==> src/hdl/osc_sel_pkg.sv <==
package osc_sel_pkg;

  // ********************************************************************
  // register map
  // ********************************************************************
  localparam logic [15:0] TRIM_ADDR   = 16'h0096;
  localparam logic [15:0] CLOCK_SOURCE_CONTROL_ADDR = 16'hffde;

  // trim register fields
  localparam int TRIM_LSB      = 0;
  localparam int TRIM_MSB      = 5;
  localparam int TRIM_CLKO_BIT = 6;
  localparam int TRIM_OVR_BIT  = 7;

  // clock control register fields
  localparam int CC_SEL_LSB   = 0;
  localparam int CC_SEL_MSB   = 2;
  localparam int CC_DBL_BIT   = 3;
  localparam int CC_WDX_BIT   = 4;
  localparam int CC_DONE_BIT  = 7;

  // user configuration bit holding the doubler reset value
  localparam int UCB_DBL_BIT  = 7;

  localparam logic [7:0] RDATA_NONE = 8'h00;

  // ********************************************************************
  // source select codes
  // ********************************************************************
  localparam logic [2:0] SRC_EXT   = 3'h7;
  localparam logic [2:0] SRC_WDOSC = 3'h4;
  localparam logic [2:0] SRC_RC    = 3'h3;
  localparam logic [2:0] SRC_XLO   = 3'h2;
  localparam logic [2:0] SRC_XMED  = 3'h1;
  localparam logic [2:0] SRC_XHI   = 3'h0;

  localparam int NUM_SRC = 8;

  typedef enum logic [1:0] {
    SW_IDLE,
    SW_WAIT_STABLE,
    SW_WAIT_EDGE
  } switch_state_e;

endpackage

==> src/hdl/clk_div_if.sv <==
`timescale 1ns/1ps
interface clk_div_if #(parameter int DIV_W = 8);
  logic             osc_tick;
  logic [DIV_W-1:0] div_n;
  logic             cpu_tick;
  logic             periph_tick;

  modport ctl (output osc_tick, output div_n,
               input cpu_tick, input periph_tick);
  modport div (input osc_tick, input div_n,
               output cpu_tick, output periph_tick);
endinterface

==> src/hdl/cpu_clk_div.sv <==
`timescale 1ns/1ps
module cpu_clk_div
  import osc_sel_pkg::*;
#(
  parameter int DIV_W = 8
) (
  input wire logic clk_in,      // system clock
  input wire logic sys_rst_in,  // synchronous reset, active high
  clk_div_if.div   dv           // divider link
);

  // ********************************************************************
  // divide by twice n, n of zero passes through
  // ********************************************************************
  function automatic logic [DIV_W:0] last_count(logic [DIV_W-1:0] n);
    last_count = {n, 1'b0} - {{DIV_W{1'b0}}, 1'b1};
  endfunction

  logic [DIV_W:0] cnt_r;
  logic           cpu_tick_r;
  logic           periph_ph_r;
  logic           periph_tick_r;

  if (DIV_W < 1 || DIV_W > 16) begin : g_bad_div_w
    $error("cpu_clk_div: bad DIV_W");
  end

  always_ff @(posedge clk_in) begin
    if (sys_rst_in) begin
      cnt_r      <= '0;
      cpu_tick_r <= 1'b0;
    end else begin
      cpu_tick_r <= 1'b0;
      if (dv.osc_tick) begin
        if (dv.div_n == '0) begin
          cpu_tick_r <= 1'b1;
          cnt_r      <= '0;
        end else if (cnt_r >= last_count(dv.div_n)) begin
          cpu_tick_r <= 1'b1;
          cnt_r      <= '0;
        end else begin
          cnt_r <= cnt_r + 1'b1;
        end
      end
    end
  end

  // peripheral clock at half the cpu clock
  always_ff @(posedge clk_in) begin
    if (sys_rst_in) begin
      periph_ph_r   <= 1'b0;
      periph_tick_r <= 1'b0;
    end else begin
      periph_tick_r <= cpu_tick_r && periph_ph_r;
      if (cpu_tick_r) periph_ph_r <= ~periph_ph_r;
    end
  end

  assign dv.cpu_tick    = cpu_tick_r;
  assign dv.periph_tick = periph_tick_r;
endmodule

==> src/hdl/osc_select_and_clock_switch.sv <==
`timescale 1ns/1ps
module osc_select_and_clock_switch
  import osc_sel_pkg::*;
#(
  parameter int DIV_W = 8
) (
  input  wire logic        clk_in,                 // 250 MHz system clock
  input  wire logic        sys_rst_in,             // sync reset, high
  input  wire logic [15:0] sfr_addr_in,            // register address
  input  wire logic        sfr_wr_in,              // write strobe
  input  wire logic        sfr_rd_in,              // read strobe
  input  wire logic [7:0]  sfr_wdata_in,           // write data
  output logic      [7:0]  sfr_rdata_out,          // read data
  input  wire logic [5:0]  factory_trim_in,        // calibration value
  input  wire logic [7:0]  user_config_a_in,       // first config byte
  input  wire logic [7:0]  user_config_b_in,       // second config byte
  input  wire logic [7:0]  src_clk_in,             // raw source clocks
  input  wire logic [7:0]  src_stable_in,          // source stable flags
  input  wire logic        rtc_uses_crystal_in,    // rtc on crystal
  input  wire logic [DIV_W-1:0] cpu_clk_divider_in, // divider n
  input  wire logic        low_power_clk_req_in,   // low power request
  output logic             low_power_clk_out,      // low power clock bit
  output logic      [5:0]  rc_trim_out,            // rc trim code
  output logic             rc_doubler_out,         // rc doubler applied
  output logic             wdt_crystal_sel_out,    // watchdog on crystal
  output logic      [2:0]  active_source_out,      // source in use
  output logic             switch_done_out,        // switch complete
  output logic             cpu_clk_tick_out,       // cpu clock tick
  output logic             periph_clk_tick_out,    // peripheral tick
  output logic             crystal_out_pin_o_out,  // half cpu clock out
  output logic             crystal_out_pin_oe_out  // pin drive enable
);

  // ********************************************************************
  // helpers
  // ********************************************************************
  function automatic logic is_crystal(logic [2:0] s);
    is_crystal = (s == SRC_XLO) || (s == SRC_XMED) || (s == SRC_XHI);
  endfunction

  if (DIV_W != 8) begin : g_bad_div_w
    $error("osc_select_and_clock_switch: DIV_W must be 8");
  end

  // ********************************************************************
  // pin synchronisers
  // ********************************************************************
  logic [NUM_SRC-1:0] clk_s1_r;
  logic [NUM_SRC-1:0] clk_s2_r;
  logic [NUM_SRC-1:0] clk_s3_r;
  logic [NUM_SRC-1:0] stb_s1_r;
  logic [NUM_SRC-1:0] stb_s2_r;

  always_ff @(posedge clk_in) begin
    if (sys_rst_in) begin
      clk_s1_r <= '0;
      clk_s2_r <= '0;
      clk_s3_r <= '0;
      stb_s1_r <= '0;
      stb_s2_r <= '0;
    end else begin
      clk_s1_r <= src_clk_in;
      clk_s2_r <= clk_s1_r;
      clk_s3_r <= clk_s2_r;
      stb_s1_r <= src_stable_in;
      stb_s2_r <= stb_s1_r;
    end
  end

  logic [NUM_SRC-1:0] src_rise;
  assign src_rise = clk_s2_r & ~clk_s3_r;

  // ********************************************************************
  // registers
  // ********************************************************************
  logic [5:0]    trim_code_r;
  logic          clk_out_en_r;
  logic          rc_override_sel_r;
  logic [2:0]    source_select_r;
  logic          rc_doubler_r;
  logic          wdt_crystal_sel_r;
  logic          switch_done_r;
  logic [2:0]    active_src_r;
  logic          dbl_active_r;
  switch_state_e sw_state_r;
  logic [7:0]    rdata_r;
  logic          low_power_clk_r;

  logic wr_trim;
  logic wr_clock_source_control;
  logic start_sw;
  logic handover;

  assign wr_trim   = sfr_wr_in && (sfr_addr_in == TRIM_ADDR);
  // writes while a switch runs are dropped
  assign wr_clock_source_control = sfr_wr_in && (sfr_addr_in == CLOCK_SOURCE_CONTROL_ADDR)
                     && switch_done_r;
  assign start_sw  = wr_clock_source_control
    && ((sfr_wdata_in[CC_SEL_MSB:CC_SEL_LSB] != active_src_r)
        || (sfr_wdata_in[CC_DBL_BIT] != dbl_active_r));

  always_ff @(posedge clk_in) begin
    if (sys_rst_in) begin
      trim_code_r       <= factory_trim_in;
      clk_out_en_r      <= 1'b0;
      rc_override_sel_r <= 1'b0;
    end else if (wr_trim) begin
      trim_code_r       <= sfr_wdata_in[TRIM_MSB:TRIM_LSB];
      clk_out_en_r      <= sfr_wdata_in[TRIM_CLKO_BIT];
      rc_override_sel_r <= sfr_wdata_in[TRIM_OVR_BIT];
    end
  end

  always_ff @(posedge clk_in) begin
    if (sys_rst_in) begin
      source_select_r   <= user_config_a_in[CC_SEL_MSB:CC_SEL_LSB];
      rc_doubler_r      <= user_config_b_in[UCB_DBL_BIT];
      wdt_crystal_sel_r <= 1'b0;
    end else if (wr_clock_source_control) begin
      source_select_r   <= sfr_wdata_in[CC_SEL_MSB:CC_SEL_LSB];
      rc_doubler_r      <= sfr_wdata_in[CC_DBL_BIT];
      wdt_crystal_sel_r <= sfr_wdata_in[CC_WDX_BIT];
    end
  end

  // ********************************************************************
  // source switch sequencer
  // ********************************************************************
  always_ff @(posedge clk_in) begin
    if (sys_rst_in) begin
      sw_state_r <= SW_IDLE;
    end else begin
      case (sw_state_r)
        SW_IDLE:        if (start_sw) sw_state_r <= SW_WAIT_STABLE;
        SW_WAIT_STABLE: if (stb_s2_r[source_select_r])
                          sw_state_r <= SW_WAIT_EDGE;
        SW_WAIT_EDGE:   if (handover) sw_state_r <= SW_IDLE;
        default:        sw_state_r <= SW_IDLE;
      endcase
    end
  end

  // hand over on a new source edge so no runt pulse reaches the divider
  assign handover = (sw_state_r == SW_WAIT_EDGE)
                    && src_rise[source_select_r];

  always_ff @(posedge clk_in) begin
    if (sys_rst_in) begin
      active_src_r <= user_config_a_in[CC_SEL_MSB:CC_SEL_LSB];
      dbl_active_r <= user_config_b_in[UCB_DBL_BIT];
    end else if (handover) begin
      active_src_r <= source_select_r;
      dbl_active_r <= rc_doubler_r;
    end
  end

  always_ff @(posedge clk_in) begin
    if (sys_rst_in) begin
      switch_done_r <= 1'b1;
    end else if (start_sw) begin
      switch_done_r <= 1'b0;
    end else if (handover) begin
      switch_done_r <= 1'b1;
    end
  end

  // ********************************************************************
  // read port
  // ********************************************************************
  always_ff @(posedge clk_in) begin
    if (sys_rst_in) begin
      rdata_r <= RDATA_NONE;
    end else if (sfr_rd_in) begin
      case (sfr_addr_in)
        TRIM_ADDR:   rdata_r <= {rc_override_sel_r, clk_out_en_r,
                                 trim_code_r};
        CLOCK_SOURCE_CONTROL_ADDR: rdata_r <= {switch_done_r, 2'h0,
                                 wdt_crystal_sel_r, rc_doubler_r,
                                 source_select_r};
        default:     rdata_r <= RDATA_NONE;
      endcase
    end
  end

  always_ff @(posedge clk_in) begin
    if (sys_rst_in) low_power_clk_r <= 1'b0;
    else            low_power_clk_r <= low_power_clk_req_in;
  end

  // ********************************************************************
  // clock path
  // ********************************************************************
  logic [2:0] eff_src;
  logic       crystal_used;
  logic       half_clk_r;

  assign eff_src = rc_override_sel_r ? SRC_RC : active_src_r;
  assign crystal_used = is_crystal(eff_src)
    || ((sw_state_r != SW_IDLE) && is_crystal(source_select_r))
    || wdt_crystal_sel_r || rtc_uses_crystal_in;

  clk_div_if #(.DIV_W(DIV_W)) dvi ();

  assign dvi.osc_tick = src_rise[eff_src];
  assign dvi.div_n    = cpu_clk_divider_in;

  cpu_clk_div #(.DIV_W(DIV_W)) u_div (
    .clk_in     (clk_in),
    .sys_rst_in (sys_rst_in),
    .dv         (dvi.div)
  );

  always_ff @(posedge clk_in) begin
    if (sys_rst_in || !clk_out_en_r) half_clk_r <= 1'b0;
    else if (dvi.cpu_tick) half_clk_r <= ~half_clk_r;
  end

  assign sfr_rdata_out          = rdata_r;
  assign low_power_clk_out      = low_power_clk_r;
  assign rc_trim_out            = trim_code_r;
  assign rc_doubler_out         = dbl_active_r;
  assign wdt_crystal_sel_out    = wdt_crystal_sel_r;
  assign active_source_out      = eff_src;
  assign switch_done_out        = switch_done_r;
  assign cpu_clk_tick_out       = dvi.cpu_tick;
  assign periph_clk_tick_out    = dvi.periph_tick;
  assign crystal_out_pin_o_out  = half_clk_r;
  assign crystal_out_pin_oe_out = clk_out_en_r && !crystal_used;
endmodule

==> config.mk <==
export PLATFORM = sky130hd
export DESIGN_NAME = osc_select_and_clock_switch
export DESIGN_NICKNAME = d
export VERILOG_FILES = /design/src/hdl/osc_sel_pkg.sv /design/src/hdl/clk_div_if.sv /design/src/hdl/cpu_clk_div.sv /design/src/hdl/osc_select_and_clock_switch.sv
export SDC_FILE = /design/constraint.sdc
export NUM_CORES = 1
export LEC_CHECK = 0
export ABC_AREA = 1
export BUFFER_PORTS_ARGS = -buffer_cell sky130_fd_sc_hd__clkbuf_2
export CORE_MARGIN = 2
export CORE_UTILIZATION = 52
export CTS_CLUSTER_DIAMETER = 200
export DETAILED_ROUTE_END_ITERATION = 12
export PLACE_DENSITY = 0.79
export SETUP_SLACK_MARGIN = 0.2
export SKIP_CTS_REPAIR_TIMING = 1
export SYNTH_ARGS = -nofsm -noshare
export SYNTH_HDL_FRONTEND = slang
export SYNTH_HIERARCHICAL = 1
export SYNTH_SLANG_ARGS = --single-unit
export TNS_END_PERCENT = 50
==> constraint.sdc <==
create_clock -name clk_in -period 2.4 [get_ports clk_in]
set_clock_uncertainty 0.15 [all_clocks]
set_input_delay 0.36 -clock clk_in [delete_from_list [all_inputs] [get_ports clk_in]]
set_output_delay 0.36 -clock clk_in [all_outputs]
set_load 0.02 [all_outputs]
==> impl_metrics.py, run 1 <==
metrics = {
    "final_layout": {
        "post_route_cells_drive_above_1_share": 0.2324,
        "fin_nets": 679,
        "num-fill-cells": 601,
        "multi_input_comb_area_sq_um": 1569,
        "number_of_diodes_added_for_antenna_fixing": 0,
        "seqCellArea_sq_um": 1783,
        "syn2layout_area_growth_pct": 20.91,
    },
    "power": {
        "cell_area_power_density_nw_per_um2": 613.4,
        "post-layout-total-power_mw": 2.765,
        "p_leak_nw": 2.239,
        "worst_ir_drop_vdd_mv": 0.4657,
    },
    "sta": {
        "grt_setup_unrepaired": "yes",
        "setup_tns_ps": 0,
        "finalSetupViolCount": 0,
        "finalWorstPathRequiredPeriod_ps": 2095,
        "hold_slack_ps": 28.04,
        "slew_violations": 0,
        "clock.fmax_mhz": 477.3,
        "max_slew.worst_pin.slew_ps": 606.8,
        "slew-limit-headroom": 0.5955,
        "report.final.hold_viol_count": 0,
        "portion_of_the_clock_cycle_consumed_by_the_worst_path_in_the_final_layout": 0.8729,
    },
    "detailed_routing": {
        "detail-route-antenna-nets": 0,
        "routed_via_count": 3244,
        "routedWlPerCell_microns": 10.68,
        "avgViaCountPerCell": 4.674,
        "drc_markers": 0,
        "drtPass1Iterations": 5,
        "drtIter0Drc": 140,
        "wl_microns": 7413,
    },
    "setup_path": {
        "worst-setup-path-type": "reg2out",
        "cp.buffers_inverters": 2,
        "slowest_delay_ps": 450,
        "reg2reg_setup_slack_ps": 360,
        "timing.critical_path.required_ps": 1890,
        "crit_path_end": "crystal_out_pin_oe_out",
        "timing.reg2reg.worst_path_depth": 13,
        "critPathSlowestCell": "edfxtp_1",
        "timing.critical_path.from": "active_src_r[0]$_DFFE_PP_",
        "cpLargestDelayFamily": "flip-flops",
        "r2r-start": "active_src_r[0]$_DFFE_PP_",
        "rr_endpoint": "u_div/cnt_r[6]$_SDFFE_PP0P_",
        "timing.critical_path.from_type": "flip-flop",
        "worst_setup_path_end_kind": "output pin",
        "critical_path_cell_count": 5,
        "timing.critical_path.cells": "nor2_4 -> inv_2 -> a21oi_1 -> nor4_2 -> clkbuf_2",
        "arrival_ps": 1580,
        "crit_path_max_fanout": 6,
    },
    "global_routing": {
        "grt_util_all_layers": 0.2086,
        "first_global_vias": 3042,
        "antenna_found_initial": 0,
        "grt_max_degree": 67,
        "total_global_routing_overflow": 0,
        "grt_first_pass_wirelength_microns": 12800,
    },
    "placed_design": {
        "final_gp_congestion": 0.9353,
        "dp_hpwl_microns": 5605,
        "buffer_ports.inserted": 88,
    },
    "synth": {
        "synth_edf_count": 14,
        "yosysSeqAreaShare": 0.4779,
        "synth_cells": 496,
        "synth_seq_cells": 82,
        "syn_nets": 582,
        "postSynth.asyncResetShare": 0,
        "synth.cell_area_sq_um": 3729,
        "yosys_warnings": 6,
        "mean_syn_cell_area_sq_um": 7.517,
        "synth_cell_type_count": 35,
        "postSynth.topFlopCell": "dfxtp_1",
    },
    "clock_tree": {
        "cts_tree": "built",
        "cts_made_buffers": 9,
        "cts.root.buffer_cell": "clkbuf_8",
        "tritoncts_num_sinks": 82,
        "clock_tree.htree_level_count": 3,
        "clk_latency_ps": 360,
        "path_clk_slew_ps": 90,
        "cts_max_path_buffers": 2,
    },
    "floorplan": {
        "coreArea_sq_um": 6869,
        "die_height_microns": 88.68,
        "io_pins": 101,
        "num_rows": 30,
        "initial_core_util": 0.5428,
        "die-width_microns": 88.68,
        "fp.dieArea_sq_um": 7863,
    },
    "status": {
        "status": "completed",
    },
    "flow_run": {
        "max_cap_viol_count": 0,
    },
    "worst_hold_path": {
        "hp-class": "in2reg",
    },
}
## layout by cell type, fill, tap and decap left out, types with 3 or more instances in the layout
cell / netlist / routed
o211ai_1: 5 / 5
nor2_1: 89 / 88
dfxtp_1: 68 / 67
nand3_1: 15 / 15
nor3_1: 6 / 6
inv_1: 88 / 87
nand3_2: 3 / 3
nor3_2: 3 / 3
xnor2_1: 5 / 5
inv_2: 3 / 4
or2_2: 3 / 3
nor2_4: 1 / 3
nand2_1: 99 / 99
ha_1: 10 / 10
edfxtp_1: 14 / 14
buf_4: 0 / 8
clkbuf_8: 0 / 9
clkbuf_2: 0 / 88
o21ai_0: 20 / 20
xor2_1: 9 / 9
nor2_2: 5 / 4
nand4_1: 4 / 4
a21oi_1: 22 / 22
## worst reg2reg max path: stages, from the launching register on
cell and delay, ps:
edfxtp_1 480, nor2_4 210, inv_2 80, nand2_1 70, nand2_1 50, o21ai_1 70, nor2_1 50, a21oi_1 110
buf_4 160, nand3_2 90, nor2_4 110, nand3_1 90, xor2_1 150, nor2_1 110
## cell usage after synthesis, drive strengths merged, types with 4 or more instances
cell	count	area, sq um
dfxtp	68	1361
o21ai	22	110.1
xor2	9	78.83
o211ai	5	37.54
inv	92	347.8
nand4	4	25.02
nor3	9	60.06
xnor2	5	43.79
a21oi	22	110.1
ha	10	125.1
nor2	95	376.6
clkbuf	6	22.52
nand3	18	105.1
buf	5	35.03
or2	4	25.03
nand2	101	389.1
edfxtp	14	420.4
## cells by family (layout without fill, tap and decap cells)
kind of cell | count (synthesis) | in the layout | synth area share
XOR/XNOR | 14 | 14 | 0.03289
flip-flops | 82 | 82 | 0.4779
buffers and inverters | 104 | 205 | 0.1097
multiplexers | 1 | 1 | 0.002685
adder cells (fa/ha/maj) | 10 | 10 | 0.03356
AND/OR/NAND/NOR | 235 | 236 | 0.2721
AO/OA/AOI/OAI | 50 | 50 | 0.07115
## layer usage
| metal | up-vias | track usage | share of wire | routed length (microns) |
|---|---|---|---|---|
| li1 | 1718 | - | - | - |
| met1 | 1432 | 0.2323 | 0.43 | 3160 |
| met2 | 80 | 0.3779 | 0.50 | 3731 |
| met3 | 14 | 0.04851 | 0.051 | 377 |
| met4 | 0 | 0.08953 | 0.019 | 143 |
| met5 | - | 0 | 0 | 0 |
## layout make-up
class                           instances  share of cell area
Tap cell                               96             0.02664
Clock buffer                            9             0.02748
Multi-Input combinational cell        311              0.3480
Sequential cell                        82              0.3955
Inverter                               93             0.07799
Timing Repair Buffer                   96              0.1110
Clock inverter                          7             0.01332
## registers in the layout, summed over array words and instances (netlist names), 2 cells and up
| name | count |
|---|---|
| active_src_r | 3 |
| clk_s2_r | 8 |
| u_div/cnt_r | 9 |
| clk_s3_r | 8 |
| source_select_r | 3 |
| rc_trim_out | 6 |
| clk_s1_r | 8 |
| stb_s1_r | 8 |
| sfr_rdata_out | 8 |
| stb_s2_r | 8 |
| sw_state_r | 2 |
## report_power, final
group          internal (mW)  leakage (nW)  total, mW  switching [mW]
logic                  0.139          1.45      0.344           0.205
registers               1.46         0.695       1.50          0.0346
clock network          0.395        0.0901      0.924           0.529
## metrics by stage
stage          setup slack [ps]    util  instances  instance area [sq um]
2_1_floorplan             238.2       -        496                   3729
3_3_place_gp              76.25  0.6215        674                   4269
3_5_place_dp             -33.98  0.6215        674                   4269
4_1_cts                   179.2  0.6483        690                   4453
5_1_grt                   179.0  0.6563        694                   4508
6_report                  305.0  0.6563        694                   4508
## how the worst min path moves through the flow
stage,startpoint,to,slack (ps),cells after the start
2_1_floorplan,clk_s1_r[0]$_SDFF_PP0_,clk_s2_r[0]$_SDFF_PP0_,240,2
5_1_grt,src_clk_in[5],clk_s1_r[5]$_SDFF_PP0_,20,3
3_3_place_gp,clk_s1_r[4]$_SDFF_PP0_,clk_s2_r[4]$_SDFF_PP0_,240,2
4_1_cts,src_stable_in[0],stb_s1_r[0]$_SDFF_PP0_,7,3
3_5_place_dp,clk_s1_r[1]$_SDFF_PP0_,clk_s2_r[1]$_SDFF_PP0_,240,2
6_report,src_stable_in[0],stb_s1_r[0]$_SDFF_PP0_,30,3
Power figures use the tool's default switching activity.
==> run 2, diff against run 1 <==
- CORE_UTILIZATION: 52 -> 56
- PLACE_DENSITY: 0.79 -> 0.95
- clock period: 2.4 -> 2.6 ns (I/O delays scaled with it)
==> impl_metrics.py, run 2 (synthesized netlist as in run 1, its figures left out) <==
metrics = {
    "detailed_routing": {
        "avgViaCountPerCell": 5.061,
        "wl_microns": 8109,
        "routedWlPerCell_microns": 12.14,
        "drtIter0Drc": 183,
        "drtPass1Iterations": 8,
        "routed_via_count": 3381,
        "detail-route-antenna-nets": 0,
        "drc_markers": 0,
    },
    "placed_design": {
        "placement.setup.worst_slack_ps": 61.48,
        "inst_count_dp": 653,
        "buffer_ports.inserted": 88,
        "dp_hpwl_microns": 5965,
        "final_gp_congestion": 0.8397,
        "dpl_cell_area_sq_um": 4230,
    },
    "final_layout": {
        "num-fill-cells": 483,
        "final_area_sq_um": 4417,
        "fin_nets": 673,
        "syn2layout_area_growth_pct": 18.46,
        "multi_input_comb_area_sq_um": 1541,
        "postLayoutCoreUtil": 0.6916,
        "post_route_cells_drive_above_1_share": 0.2149,
        "most_flops_register": "u_div/cnt_r",
        "layout.cells.most_common_list": "nand2_1, nor2_1, inv_1, clkbuf_2, dfxtp_1",
        "final_cell_count_no_fill": 668,
        "number_of_diodes_added_for_antenna_fixing": 0,
        "largest_register_ffs": 9,
        "final_common_cell": "nand2_1",
        "seqCellArea_sq_um": 1782,
    },
    "sta": {
        "report.final.hold_viol_count": 0,
        "post-route-worst-setup-slack_ps": 197.0,
        "max_slew.worst_pin.slew_ps": 588.3,
        "portion_of_the_clock_cycle_consumed_by_the_worst_path_in_the_final_layout": 0.9242,
        "grt_setup_unrepaired": "yes",
        "hold_slack_ps": 67.97,
        "setup_tns_ps": 0,
        "clock.fmax_mhz": 416.1,
        "finalSetupViolCount": 0,
        "finalWorstPathRequiredPeriod_ps": 2403,
        "slew-limit-headroom": 0.6078,
        "slew_violations": 0,
    },
    "clock_tree": {
        "cts_max_path_buffers": 2,
        "tritoncts_num_sinks": 82,
        "path_clk_slew_ps": 80,
        "cts_made_buffers": 9,
        "clock_tree.htree_level_count": 3,
        "cts.root.buffer_cell": "clkbuf_8",
        "clk_latency_ps": 360,
        "cts_tree": "built",
    },
    "floorplan": {
        "die-width_microns": 85.60,
        "initial_core_util": 0.5839,
        "coreArea_sq_um": 6386,
        "io_pins": 101,
        "fp.dieArea_sq_um": 7327,
        "die_height_microns": 85.60,
        "num_rows": 29,
    },
    "global_routing": {
        "first_global_vias": 3354,
        "grt_first_pass_wirelength_microns": 13690,
        "grt_util_all_layers": 0.2354,
        "total_global_routing_overflow": 0,
        "grt_max_degree": 67,
        "antenna_found_initial": 0,
    },
    "setup_path": {
        "arrival_ps": 1860,
        "r2r-start": "active_src_r[0]$_DFFE_PP_",
        "reg2reg_setup_slack_ps": 420,
        "timing.critical_path.required_ps": 2060,
        "cp.buffers_inverters": 2,
        "timing.critical_path.from_type": "flip-flop",
        "critPathSlowestCell": "edfxtp_1",
        "worst_setup_path_end_kind": "output pin",
        "crit_path_max_fanout": 9,
        "rr_endpoint": "u_div/cnt_r[6]$_SDFFE_PP0P_",
        "slowest_delay_ps": 590,
        "timing.critical_path.cells": "nand2_1 -> inv_1 -> nor3_1 -> nor4_1 -> clkbuf_2",
        "timing.reg2reg.worst_path_depth": 12,
        "cpLargestDelayFamily": "flip-flops",
        "worst-setup-path-type": "reg2out",
    },
    "worst_hold_path": {
        "hp-class": "in2reg",
        "worst_hold_startpoint": "src_clk_in[6]",
        "hold-path-endpoint": "clk_s1_r[6]$_SDFF_PP0_",
        "whs_path_depth": 3,
    },
    "power": {
        "p_leak_nw": 2.206,
        "post-layout-total-power_mw": 2.545,
        "worst_ir_drop_vdd_mv": 0.5263,
        "cell_area_power_density_nw_per_um2": 576.2,
    },
    "flow_run": {
        "max_cap_viol_count": 0,
    },
    "status": {
        "status": "completed",
    },
}
==> run 2: final cells by class <==
cell class	count	area share
clock inverter	2	0.002833
sequential	82	0.4034
tap	77	0.02181
clock buffer	13	0.03853
multi-input combinational	310	0.3490
inverter	93	0.07960
timing repair buffer	91	0.1048
==> run 2: tightest hold or removal path: cells and delay by family <==
family	cells	cell delay [ps]
buffers and inverters	2	120
AND/OR/NAND/NOR	1	30
==> run 2: where the power goes <==
group / switching, mW / internal [mW]
clock network: 0.422 / 0.425
logic: 0.190 / 0.119
registers: 0.0375 / 1.35
total: 0.649 / 1.90
==> run 2: worst max path at each step <==
stage                                  from                     endpoint  slack, ps  cells past startpoint
2_1_floorplan         cpu_clk_divider_in[0]  u_div/cnt_r[8]$_SDFFE_PP0P_        410                     14
3_3_place_gp          cpu_clk_divider_in[0]  u_div/cnt_r[3]$_SDFFE_PP0P_        170                     15
3_5_place_dp          cpu_clk_divider_in[0]  u_div/cnt_r[4]$_SDFFE_PP0P_         60                     15
4_1_cts        source_select_r[0]$_DFFE_PP_       crystal_out_pin_oe_out        280                      5
5_1_grt        source_select_r[0]$_DFFE_PP_       crystal_out_pin_oe_out        160                      5
6_report       source_select_r[0]$_DFFE_PP_       crystal_out_pin_oe_out        200                      5
==> run 2: layer usage <==
metal	up-vias	wire, microns	global-route usage
met5	-	0	0
met3	43	636	0.08951
met2	157	4167	0.4325
met1	1482	2976	0.2304
met4	0	328	0.1140
li1	1699	-	-
